`src/logic/asif_pkg.sv`:
```
package asif_pkg;
    // ************************************************************
    // register offsets
    // ************************************************************
    localparam logic [7:0] ASIF_OPSTAT_ADDR = 8'h08; // operating_status
    localparam logic [7:0] ASIF_IRQFLG_ADDR = 8'h09; // interrupt_flags
    // ************************************************************
    // field positions
    // ************************************************************
    localparam int ASIF_NEWS_BIT = 3; // new_sample
    localparam int ASIF_EMPTY_BIT = 4; // fifo_is_empty
    localparam int ASIF_FULL_BIT = 5; // fifo_is_full
    localparam int ASIF_THR_BIT = 6; // fifo_at_threshold
    localparam int ASIF_PEND_BIT = 7; // irq_pending
    localparam int ASIF_WAKE_BIT = 2; // wake_irq
    localparam int ASIF_ACQ_BIT = 3; // acquire_irq
    localparam int ASIF_FEMP_BIT = 4; // fifo_empty_irq
    localparam int ASIF_FFUL_BIT = 5; // fifo_full_irq
    localparam int ASIF_FTHR_BIT = 6; // fifo_threshold_irq
    localparam int ASIF_SWK_BIT = 7; // watch_event_irq
    // ************************************************************
    // reset values, sizes, timing
    // ************************************************************
    localparam logic [7:0] ASIF_OPSTAT_RST = 8'h10; // empty flag set
    localparam logic [7:0] ASIF_IRQFLG_RST = 8'h00;
    localparam logic [7:0] ASIF_IRQ_MASK = 8'hFC; // bits 1:0 reserved
    localparam logic [5:0] ASIF_FIFO_DEPTH = 6'h20; // 32 slots
    localparam logic [1:0] ASIF_MODE_LAG = 2'h3; // heartbeat edges
    localparam logic [7:0] ASIF_BURST_MAX = 8'hFE; // 254 samples
    // ************************************************************
    // mode codes
    // ************************************************************
    typedef enum logic [2:0] {
        ASIF_SLEEP = 3'h0,
        ASIF_STANDBY = 3'h1,
        ASIF_WATCH = 3'h2,
        ASIF_CONT = 3'h5,
        ASIF_WSAMP = 3'h6,
        ASIF_BURST = 3'h7
    } asif_mode_type;
endpackage

```
`src/logic/asif_evt_if.sv`:
```
`timescale 1ns/10ps
`default_nettype none
// event strobes shared between mode sequencer and flag logic
interface asif_evt_if;
    logic [2:0] mode; // reported mode code
    logic wake_evt; // watch -> continuous auto move
    logic clocks_on; // clocks running
    logic sampling; // sample pipeline active
    logic detect_on; // activity detector armed
    logic fifo_on; // fifo operation allowed
    logic watch_fire; // detector hit in watch_and_sample
    logic rearm; // detector rearm request
    modport seq (output mode, wake_evt, clocks_on, sampling, detect_on,
                 fifo_on, watch_fire, input rearm);
    modport flg (input mode, wake_evt, clocks_on, sampling, detect_on,
                 fifo_on, watch_fire, output rearm);
endinterface
`default_nettype wire

```
`src/logic/asif_mode_seq.sv`:
```
`timescale 1ns/10ps
`default_nettype none
// mode sequencer: lagged mode report, auto moves, burst count
module asif_mode_seq (
    input wire logic clk_i,
    input wire logic rst_n_i, // synchronised reset
    input wire logic hb_i, // heartbeat clock, synchronised
    input wire logic mode_wr_i, // mode command strobe
    input wire logic [2:0] mode_cmd_i, // commanded mode
    input wire logic [7:0] burst_len_i, // 0 = continuous
    input wire logic sample_i, // new sample acquired
    input wire logic activity_i, // detector hit
    asif_evt_if.seq ev
);
    // ************************************************************
    // state
    // ************************************************************
    logic [2:0] mode_q; // reported mode
    logic [2:0] pend_q; // pending command
    logic pend_v_q; // command waiting
    logic [1:0] lag_q; // heartbeat edges seen
    logic hb_q; // heartbeat delayed
    logic [7:0] cnt_q; // burst samples taken
    logic stop_q; // detector stopped after event
    wire hb_edge = hb_i ^ hb_q; // any heartbeat transition
    wire in_watch = mode_q == asif_pkg::ASIF_WATCH;
    wire in_wsamp = mode_q == asif_pkg::ASIF_WSAMP;
    wire in_burst = mode_q == asif_pkg::ASIF_BURST;
    wire auto_wake = in_watch && activity_i && !pend_v_q;
    wire burst_done = in_burst && sample_i && burst_len_i != 8'h00
        && burst_len_i <= asif_pkg::ASIF_BURST_MAX
        && cnt_q + 8'h01 >= burst_len_i;
    wire apply = pend_v_q && hb_edge
        && lag_q == asif_pkg::ASIF_MODE_LAG - 2'h1;
    // reserved codes are dropped so the field never shows them
    wire cmd_take = mode_wr_i && mode_cmd_i != 3'h3
        && mode_cmd_i != 3'h4;
    // ************************************************************
    // mode update
    // ************************************************************
    always_ff @(posedge clk_i or negedge rst_n_i)
    begin
        if (!rst_n_i)
        begin
            mode_q <= 3'h0;
            pend_q <= 3'h0;
            pend_v_q <= 1'b0;
            lag_q <= 2'h0;
            hb_q <= 1'b0;
        end
        else
        begin
            hb_q <= hb_i;
            if (cmd_take)
            begin
                // new command restarts the lag
                pend_q <= mode_cmd_i;
                pend_v_q <= 1'b1;
                lag_q <= 2'h0;
            end
            else if (apply)
            begin
                mode_q <= pend_q;
                pend_v_q <= 1'b0;
            end
            else if (pend_v_q && hb_edge)
                lag_q <= lag_q + 2'h1;
            else if (auto_wake)
                mode_q <= asif_pkg::ASIF_CONT;
            else if (burst_done)
                mode_q <= asif_pkg::ASIF_SLEEP;
        end
    end
    // ************************************************************
    // burst counter and detector lockout
    // ************************************************************
    always_ff @(posedge clk_i or negedge rst_n_i)
    begin
        if (!rst_n_i)
        begin
            cnt_q <= 8'h00;
            stop_q <= 1'b0;
        end
        else
        begin
            if (!in_burst)
                cnt_q <= 8'h00;
            else if (sample_i)
                cnt_q <= cnt_q + 8'h01;
            if (!in_wsamp)
                stop_q <= 1'b0;
            else if (ev.watch_fire)
                stop_q <= 1'b1;
            else if (ev.rearm)
                stop_q <= 1'b0;
        end
    end
    // ************************************************************
    // mode decode
    // ************************************************************
    assign ev.mode = mode_q;
    assign ev.wake_evt = auto_wake && !cmd_take;
    assign ev.clocks_on = mode_q != asif_pkg::ASIF_SLEEP;
    assign ev.sampling = mode_q == asif_pkg::ASIF_CONT || in_wsamp
        || in_burst || in_watch;
    assign ev.fifo_on = !in_watch && ev.sampling;
    assign ev.detect_on = in_wsamp && !stop_q;
    assign ev.watch_fire = ev.detect_on && activity_i;
endmodule
`default_nettype wire

```
`src/logic/asif_status.sv`:
```
`timescale 1ns/10ps
`default_nettype none
// What this block does
// - mode field changes on the 3rd heartbeat edge after a command
// - mode codes in bits 2:0
// - standby: clocks running, no sampling
// - activity watch auto-moves to continuous
// - watch_and_sample runs detector, pipeline, fifo
// - burst takes 1-254 samples then sleeps
// - new_sample set on sample, clear-on-read
// - fifo_is_empty high when empty, reset 1
// - fifo_is_full high at 32 samples
// - fifo_at_threshold when count reaches threshold
// - irq_pending is OR of flags
// - flags set only when enabled
// - clear by read or write per interface
// - wake_irq on watch-to-continuous move
// - acquire_irq in continuous and burst only
// - fifo_empty_irq rearms after non-empty
// - fifo_full_irq rearms after not full
// - fifo_threshold_irq on reaching threshold
// - watch_event_irq event stops detector until rearm or exit
// - rearm option resets detector on clear
// - no rearm: detector stopped until exit
module asif_status (
    input wire logic clk_i,
    input wire logic rst_n_i, // async, active low
    input wire logic hb_i, // heartbeat clock pin
    input wire logic mode_wr_i, // mode command strobe
    input wire logic [2:0] mode_cmd_i, // commanded mode
    input wire logic [7:0] burst_len_i, // burst sample count
    input wire logic sample_i, // sample acquired
    input wire logic activity_i, // activity detector hit
    input wire logic [5:0] fifo_cnt_i, // samples in fifo 0..32
    input wire logic [4:0] fifo_thr_i, // threshold field
    input wire logic [7:0] irq_en_i, // interrupt enables
    input wire logic rearm_on_clear_i, // rearm option
    input wire logic wr_clr_sel_i, // i2c write-clear option
    input wire logic spi_sel_i, // spi interface in use
    input wire logic rd_i, // register read strobe
    input wire logic wr_i, // register write strobe
    input wire logic [7:0] addr_i, // register address
    output logic [7:0] rdata_o, // read data
    output logic [7:0] op_status_o, // operating_status
    output logic [7:0] irq_flags_o, // interrupt_flags
    output logic [2:0] mode_o, // current mode
    output logic clocks_on_o, // clocks running
    output logic sampling_o, // sample pipeline on
    output logic fifo_on_o, // fifo operation on
    output logic detect_on_o // activity detector armed
);
    // ************************************************************
    // reset and pin synchronisers
    // ************************************************************
    logic [1:0] rst_sync_q; // reset release chain
    logic rst_n; // synchronised reset
    logic hb_m_q; // heartbeat first stage
    logic hb_s_q; // heartbeat second stage
    always_ff @(posedge clk_i or negedge rst_n_i)
    begin
        if (!rst_n_i)
            rst_sync_q <= 2'h0;
        else
            rst_sync_q <= {rst_sync_q[0], 1'b1};
    end
    assign rst_n = rst_sync_q[1];
    always_ff @(posedge clk_i or negedge rst_n)
    begin
        if (!rst_n)
        begin
            hb_m_q <= 1'b0;
            hb_s_q <= 1'b0;
        end
        else
        begin
            hb_m_q <= hb_i;
            hb_s_q <= hb_m_q;
        end
    end
    // ************************************************************
    // mode sequencer
    // ************************************************************
    asif_evt_if ev ();
    asif_mode_seq u_seq (
        .clk_i(clk_i),
        .rst_n_i(rst_n),
        .hb_i(hb_s_q),
        .mode_wr_i(mode_wr_i),
        .mode_cmd_i(mode_cmd_i),
        .burst_len_i(burst_len_i),
        .sample_i(sample_i),
        .activity_i(activity_i),
        .ev(ev.seq)
    );
    // ************************************************************
    // access decode
    // ************************************************************
    wire rd_op = rd_i && addr_i == asif_pkg::ASIF_OPSTAT_ADDR;
    wire rd_irq = rd_i && addr_i == asif_pkg::ASIF_IRQFLG_ADDR;
    wire wr_irq = wr_i && addr_i == asif_pkg::ASIF_IRQFLG_ADDR;
    wire clr_by_wr = spi_sel_i || wr_clr_sel_i;
    wire irq_clr = clr_by_wr ? wr_irq : rd_irq;
    // ************************************************************
    // fifo level conditions
    // ************************************************************
    wire lvl_empty = fifo_cnt_i == 6'h00;
    wire lvl_full = fifo_cnt_i >= asif_pkg::ASIF_FIFO_DEPTH;
    wire lvl_thr = fifo_cnt_i >= {1'b0, fifo_thr_i};
    wire in_cont = ev.mode == asif_pkg::ASIF_CONT;
    wire in_burst = ev.mode == asif_pkg::ASIF_BURST;
    // ************************************************************
    // flag state
    // ************************************************************
    logic new_q; // new_sample
    logic empty_q; // fifo_is_empty
    logic full_q; // fifo_is_full
    logic thr_q; // fifo_at_threshold
    logic empty_was_q; // previous empty level
    logic full_was_q; // previous full level
    logic thr_was_q; // previous threshold level
    logic [7:0] flg_q; // interrupt flags
    logic [7:0] flg_set; // flag set events this cycle
    logic [7:0] flg_d; // flag next value
    // ************************************************************
    // interrupt flag set terms, gated by enables
    // ************************************************************
    always_comb
    begin
        flg_set = 8'h00;
        flg_set[asif_pkg::ASIF_WAKE_BIT] = ev.wake_evt;
        flg_set[asif_pkg::ASIF_ACQ_BIT] = sample_i
            && (in_cont || in_burst);
        flg_set[asif_pkg::ASIF_FEMP_BIT] = lvl_empty
            && !empty_was_q;
        flg_set[asif_pkg::ASIF_FFUL_BIT] = lvl_full
            && !full_was_q;
        flg_set[asif_pkg::ASIF_FTHR_BIT] = lvl_thr
            && !thr_was_q;
        flg_set[asif_pkg::ASIF_SWK_BIT] = ev.watch_fire;
        flg_set = flg_set & irq_en_i & asif_pkg::ASIF_IRQ_MASK;
        // set wins over clear; one clear drops every flag
        flg_d = ((irq_clr ? 8'h00 : flg_q) | flg_set)
            & asif_pkg::ASIF_IRQ_MASK;
    end
    // detector rearm at the moment the watch flag is cleared
    assign ev.rearm = rearm_on_clear_i && irq_clr
        && flg_q[asif_pkg::ASIF_SWK_BIT];
    // ************************************************************
    // flag registers
    // ************************************************************
    always_ff @(posedge clk_i or negedge rst_n)
    begin
        if (!rst_n)
        begin
            flg_q <= asif_pkg::ASIF_IRQFLG_RST;
            new_q <= 1'b0;
            empty_q <= 1'b1;
            full_q <= 1'b0;
            thr_q <= 1'b0;
            empty_was_q <= 1'b1;
            full_was_q <= 1'b0;
            thr_was_q <= 1'b0;
        end
        else
        begin
            flg_q <= flg_d;
            empty_q <= lvl_empty;
            full_q <= lvl_full;
            thr_q <= lvl_thr;
            empty_was_q <= lvl_empty;
            full_was_q <= lvl_full;
            thr_was_q <= lvl_thr;
            if (sample_i)
                new_q <= 1'b1;
            else if (rd_op)
                new_q <= 1'b0;
        end
    end
    // ************************************************************
    // register images
    // ************************************************************
    wire [7:0] op_img = {|flg_d, thr_q, full_q, empty_q, new_q,
        ev.mode};
    wire [7:0] op_next = {|flg_d, lvl_thr, lvl_full, lvl_empty,
        sample_i | (new_q & ~rd_op), ev.mode};
    wire [7:0] rd_sel = rd_op ? op_img
        : rd_irq ? flg_q : 8'h00;
    // ************************************************************
    // output registers
    // ************************************************************
    always_ff @(posedge clk_i or negedge rst_n)
    begin
        if (!rst_n)
        begin
            rdata_o <= 8'h00;
            op_status_o <= asif_pkg::ASIF_OPSTAT_RST;
            irq_flags_o <= asif_pkg::ASIF_IRQFLG_RST;
            mode_o <= 3'h0;
            clocks_on_o <= 1'b0;
            sampling_o <= 1'b0;
            fifo_on_o <= 1'b0;
            detect_on_o <= 1'b0;
        end
        else
        begin
            if (rd_i)
                rdata_o <= rd_sel;
            op_status_o <= op_next;
            irq_flags_o <= flg_d;
            mode_o <= ev.mode;
            clocks_on_o <= ev.clocks_on;
            sampling_o <= ev.sampling;
            fifo_on_o <= ev.fifo_on;
            detect_on_o <= ev.detect_on;
        end
    end
endmodule
`default_nettype wire

```
`config.mk`:
```
export PLATFORM = sky130hd
export DESIGN_NAME = asif_status
export DESIGN_NICKNAME = d
export VERILOG_FILES = /design/src/logic/asif_pkg.sv /design/src/logic/asif_evt_if.sv /design/src/logic/asif_mode_seq.sv /design/src/logic/asif_status.sv
export SDC_FILE = /design/constraint.sdc
export NUM_CORES = 1
export LEC_CHECK = 0
export BUFFER_PORTS_ARGS = -buffer_cell sky130_fd_sc_hd__buf_2
export CORE_ASPECT_RATIO = 0.8
export CORE_MARGIN = 10
export CORE_UTILIZATION = 30
export DETAILED_ROUTE_END_ITERATION = 12
export GPL_ROUTABILITY_DRIVEN = 0
export GPL_TIMING_DRIVEN = 0
export PLACE_DENSITY = 0.61
export SYNTH_ARGS = -nofsm -noshare
export SYNTH_HDL_FRONTEND = slang
export SYNTH_HIERARCHICAL = 1
export SYNTH_SLANG_ARGS = --single-unit
```
`constraint.sdc`:
```
create_clock -name clk_i -period 2.5 [get_ports clk_i]
set_input_delay 0.5 -clock clk_i [delete_from_list [all_inputs] [get_ports clk_i]]
set_output_delay 0.5 -clock clk_i [all_outputs]
set_load 0.03 [all_outputs]
```
==> flow_summary.json <==
{
  "fin_crit_ns": 2.35,
  "avgSynthCellArea_um2": 9.96,
  "slew_headroom_pct": 66.8,
  "ios": 80,
  "synth_edf_count": 0,
  "core-area_mm2": 0.00860,
  "nNetsFinal": 423,
  "cts_tree": "done",
  "critPathKind": "reg2reg",
  "grt_pass1_vias": 2227,
  "status": "finished, final reports clean",
  "postLayoutCoreUtil_pct": 39.8,
  "hold_class": "reg2async",
  "drt_iter0_drc": 129,
  "ant_nets": 0,
  "initial_utilization_pct": 31.3,
  "finalWirelength_um": 6500,
  "grt_pass1_wl_um": 10700,
  "rows": 30,
  "routed_via_density": 4.57,
  "portBuffers": 74,
  "dp_hpwl_um": 5250,
  "cts_buffers": 5,
  "skew_ns": 0.0105,
  "clock_path_buffers": 2,
  "grt_max_degree": 42,
  "insertion_delay_ns": 0.30,
  "synth_seq_area_share_pct": 46.6,
  "place_ws_ns": -0.000859,
  "drv_cap": 0,
  "crit_path_max_fanout": 4,
  "irDropWorstVdd_mv": 0.413,
  "die_h_um": 105,
  "multi_input_area_mm2": 0.00131,
  "cp-end-kind": "flip-flop",
  "maxSlewViolCount": 0,
  "fin_ws_ns": 0.150,
  "setup_viol": 0,
  "wire_per_inst_um": 13.8,
  "finalHoldViolations": 0,
  "antenna_found_initial": 0,
  "clock_tree.root_cell": "clkbuf_8",
  "layout-drive-gt1-share_pct": 33.6,
  "hold_slack_ns": 0.117,
  "dieWidth_um": 126,
  "dp.cells": 458,
  "dr.pass1.iters": 4,
  "synthArstFlopShare_pct": 100,
  "p_per_area_mw_per_mm2": 684,
  "fmax_mhz": 426,
  "tightest_slew_ns": 0.493,
  "path_clk_slew_ns": 0.10,
  "cts.sink_count": 50,
  "power_leakage_nw": 1.65,
  "htreeDepth": 2,
  "post-route-period-util_pct": 94.0,
  "synthCells": 270,
  "grt-ovfl-total": 0,
  "setup_tns_ns": 0,
  "diodes": 0,
  "worstPathArrival_ns": 2.56,
  "seq_area_mm2": 0.00125,
  "yosys_warnings": 6,
  "fin_cells": 472,
  "final_common_cell": "buf_2",
  "synth_area_mm2": 0.00269,
  "final_cell_mix": "buf_2, dfrtp_1, nor2_1, inv_1, nand2_1",
  "grt_usage_pct": 9.61,
  "synth_seq_cells": 50,
  "num_vias": 2156,
  "crit_required_ns": 2.71,
  "fillCellCount": 885,
  "area_growth_syn_to_layout_pct": 27.2,
  "drc_errors": 0,
  "synthFlopType": "dfrtp_1",
  "die_area_mm2": 0.0132,
  "start_kind": "flip-flop",
  "ys_types": 53
}
==> kinds of logic (layout without fill, tap and decap cells) <==
family,after synthesis,after routing,share of synthesized area [%]
AO/OA/AOI/OAI,55,55,14.5
XOR/XNOR,14,14,4.56
adder cells (fa/ha/maj),15,15,6.98
buffers and inverters,37,126,6.74
flip-flops,50,50,46.6
multiplexers,4,4,1.49
other,2,3,0.279
AND/OR/NAND/NOR,93,93,18.9
==> report_power, final <==
part           internal (mW)  switching (mW)
Combinational          0.289           0.491
Sequential             0.940           0.126
Clock                  0.228           0.265
Total                   1.46           0.882
==> what timing repair did <==
item / 4_1_cts / 5_1_grt
hold buffers: 1 / 0
resized for setup: 1 / 11
endpoints found under the setup margin: 2 / 3
hold endpoints to repair: 2 / 0
buffers inserted: 1 / 4
pin swaps: 1 / 5
==> layout make-up <==
cell class / count / share of cell area [%]
Buffer: 14 / 2.78
Clock buffer: 6 / 2.41
Clock inverter: 2 / 0.475
Inverter: 23 / 2.52
Multi-Input combinational cell: 184 / 38.3
Sequential cell: 50 / 36.6
Tap cell: 112 / 4.10
Timing Repair Buffer: 81 / 12.8
==> cell usage after synthesis, types with 4 or more instances <==
cell      number  area, µm²
nand3_1        7       35.0
a22oi_1        8       60.1
nand2_1       21       78.8
ha_1          15        188
buf_4          9       67.6
nor2_1        25       93.8
mux2i_1        4       40.0
nand4_1        4       25.0
xor2_1         9       78.8
o21ai_0        6       30.0
and3_1         4       25.0
a211oi_1       4       30.0
xnor2_1        5       43.8
nor3_1         5       25.0
inv_1         22       82.6
dfrtp_1       49       1230
a21oi_1       18       90.1
a21o_1         4       30.0
nand2b_1       6       37.5
==> final timing paths <==
| check | cells past startpoint | end | slack, ns | start |
|---|---|---|---|---|
| setup / recovery | 11 | u_seq/ev.mode[2]$_DFFE_PN0P_ | 0.15 | u_seq/cnt_q[0]$_DFFE_PN0P_ |
| hold / removal | 0 | hb_m_q$_DFF_PN0_ | 0.12 | rst_sync_q[1]$_DFF_PN0_ |
| setup reg to reg | 11 | u_seq/ev.mode[2]$_DFFE_PN0P_ | 0.15 | u_seq/cnt_q[0]$_DFFE_PN0P_ |
| hold reg to reg | 0 | hb_m_q$_DFF_PN0_ | 0.12 | rst_sync_q[1]$_DFF_PN0_ |
| max in group asynchronous | 1 | op_status_o[4]$_DFF_PN1_ | 1.87 | rst_sync_q[1]$_DFF_PN0_ |
| min in group clk_i | 1 | hb_m_q$_DFF_PN0_ | 0.31 | hb_i |
==> registers in the layout (all words and copies together) (netlist names) <==
name and cells:
u_seq/pend_q 3, hb_s_q 1, u_seq/cnt_q 8, clocks_on_o 1
rst_sync_q 2, op_status_o 8, new_q 1, irq_flags_o 6
u_seq/ev.mode 3, fifo_on_o 1, u_seq/hb_q 1, u_seq/lag_q 2
hb_m_q 1, detect_on_o 1, u_seq/stop_q 1, sampling_o 1
u_seq/pend_v_q 1, rdata_o 8
==> layer usage <==
layer | vias up | global-route usage [%] | wire, µm
met5 | - | 0 | 0
met4 | 0 | 1.70 | 32
met3 | 5 | 3.03 | 360
met2 | 43 | 15.9 | 3150
met1 | 1011 | 12.1 | 2960
li1 | 1097 | - | -
==> worst max-delay path, cell delays in order (launching register included) <==
cell and delay [ns]:
dfrtp_1 0.40, buf_4 0.14, ha_2 0.21, nand3_2 0.09
nor2_1 0.05, xor2_1 0.14, ha_1 0.29, nand2_2 0.07
nor3_4 0.20, o31ai_4 0.11, a211oi_4 0.32, mux2i_1 0.22
==> stage by stage <==
step | area (µm²) | power, mW
after CTS | 3340 | 2.35
after global routing | 3420 | 2.51
after global placement | 3200 | 1.82
after detailed placement | 3230 | 1.85
after floorplan | 2690 | 1.58
final | 3420 | 2.34
Note: power is estimated with default switching activity, not from simulation.
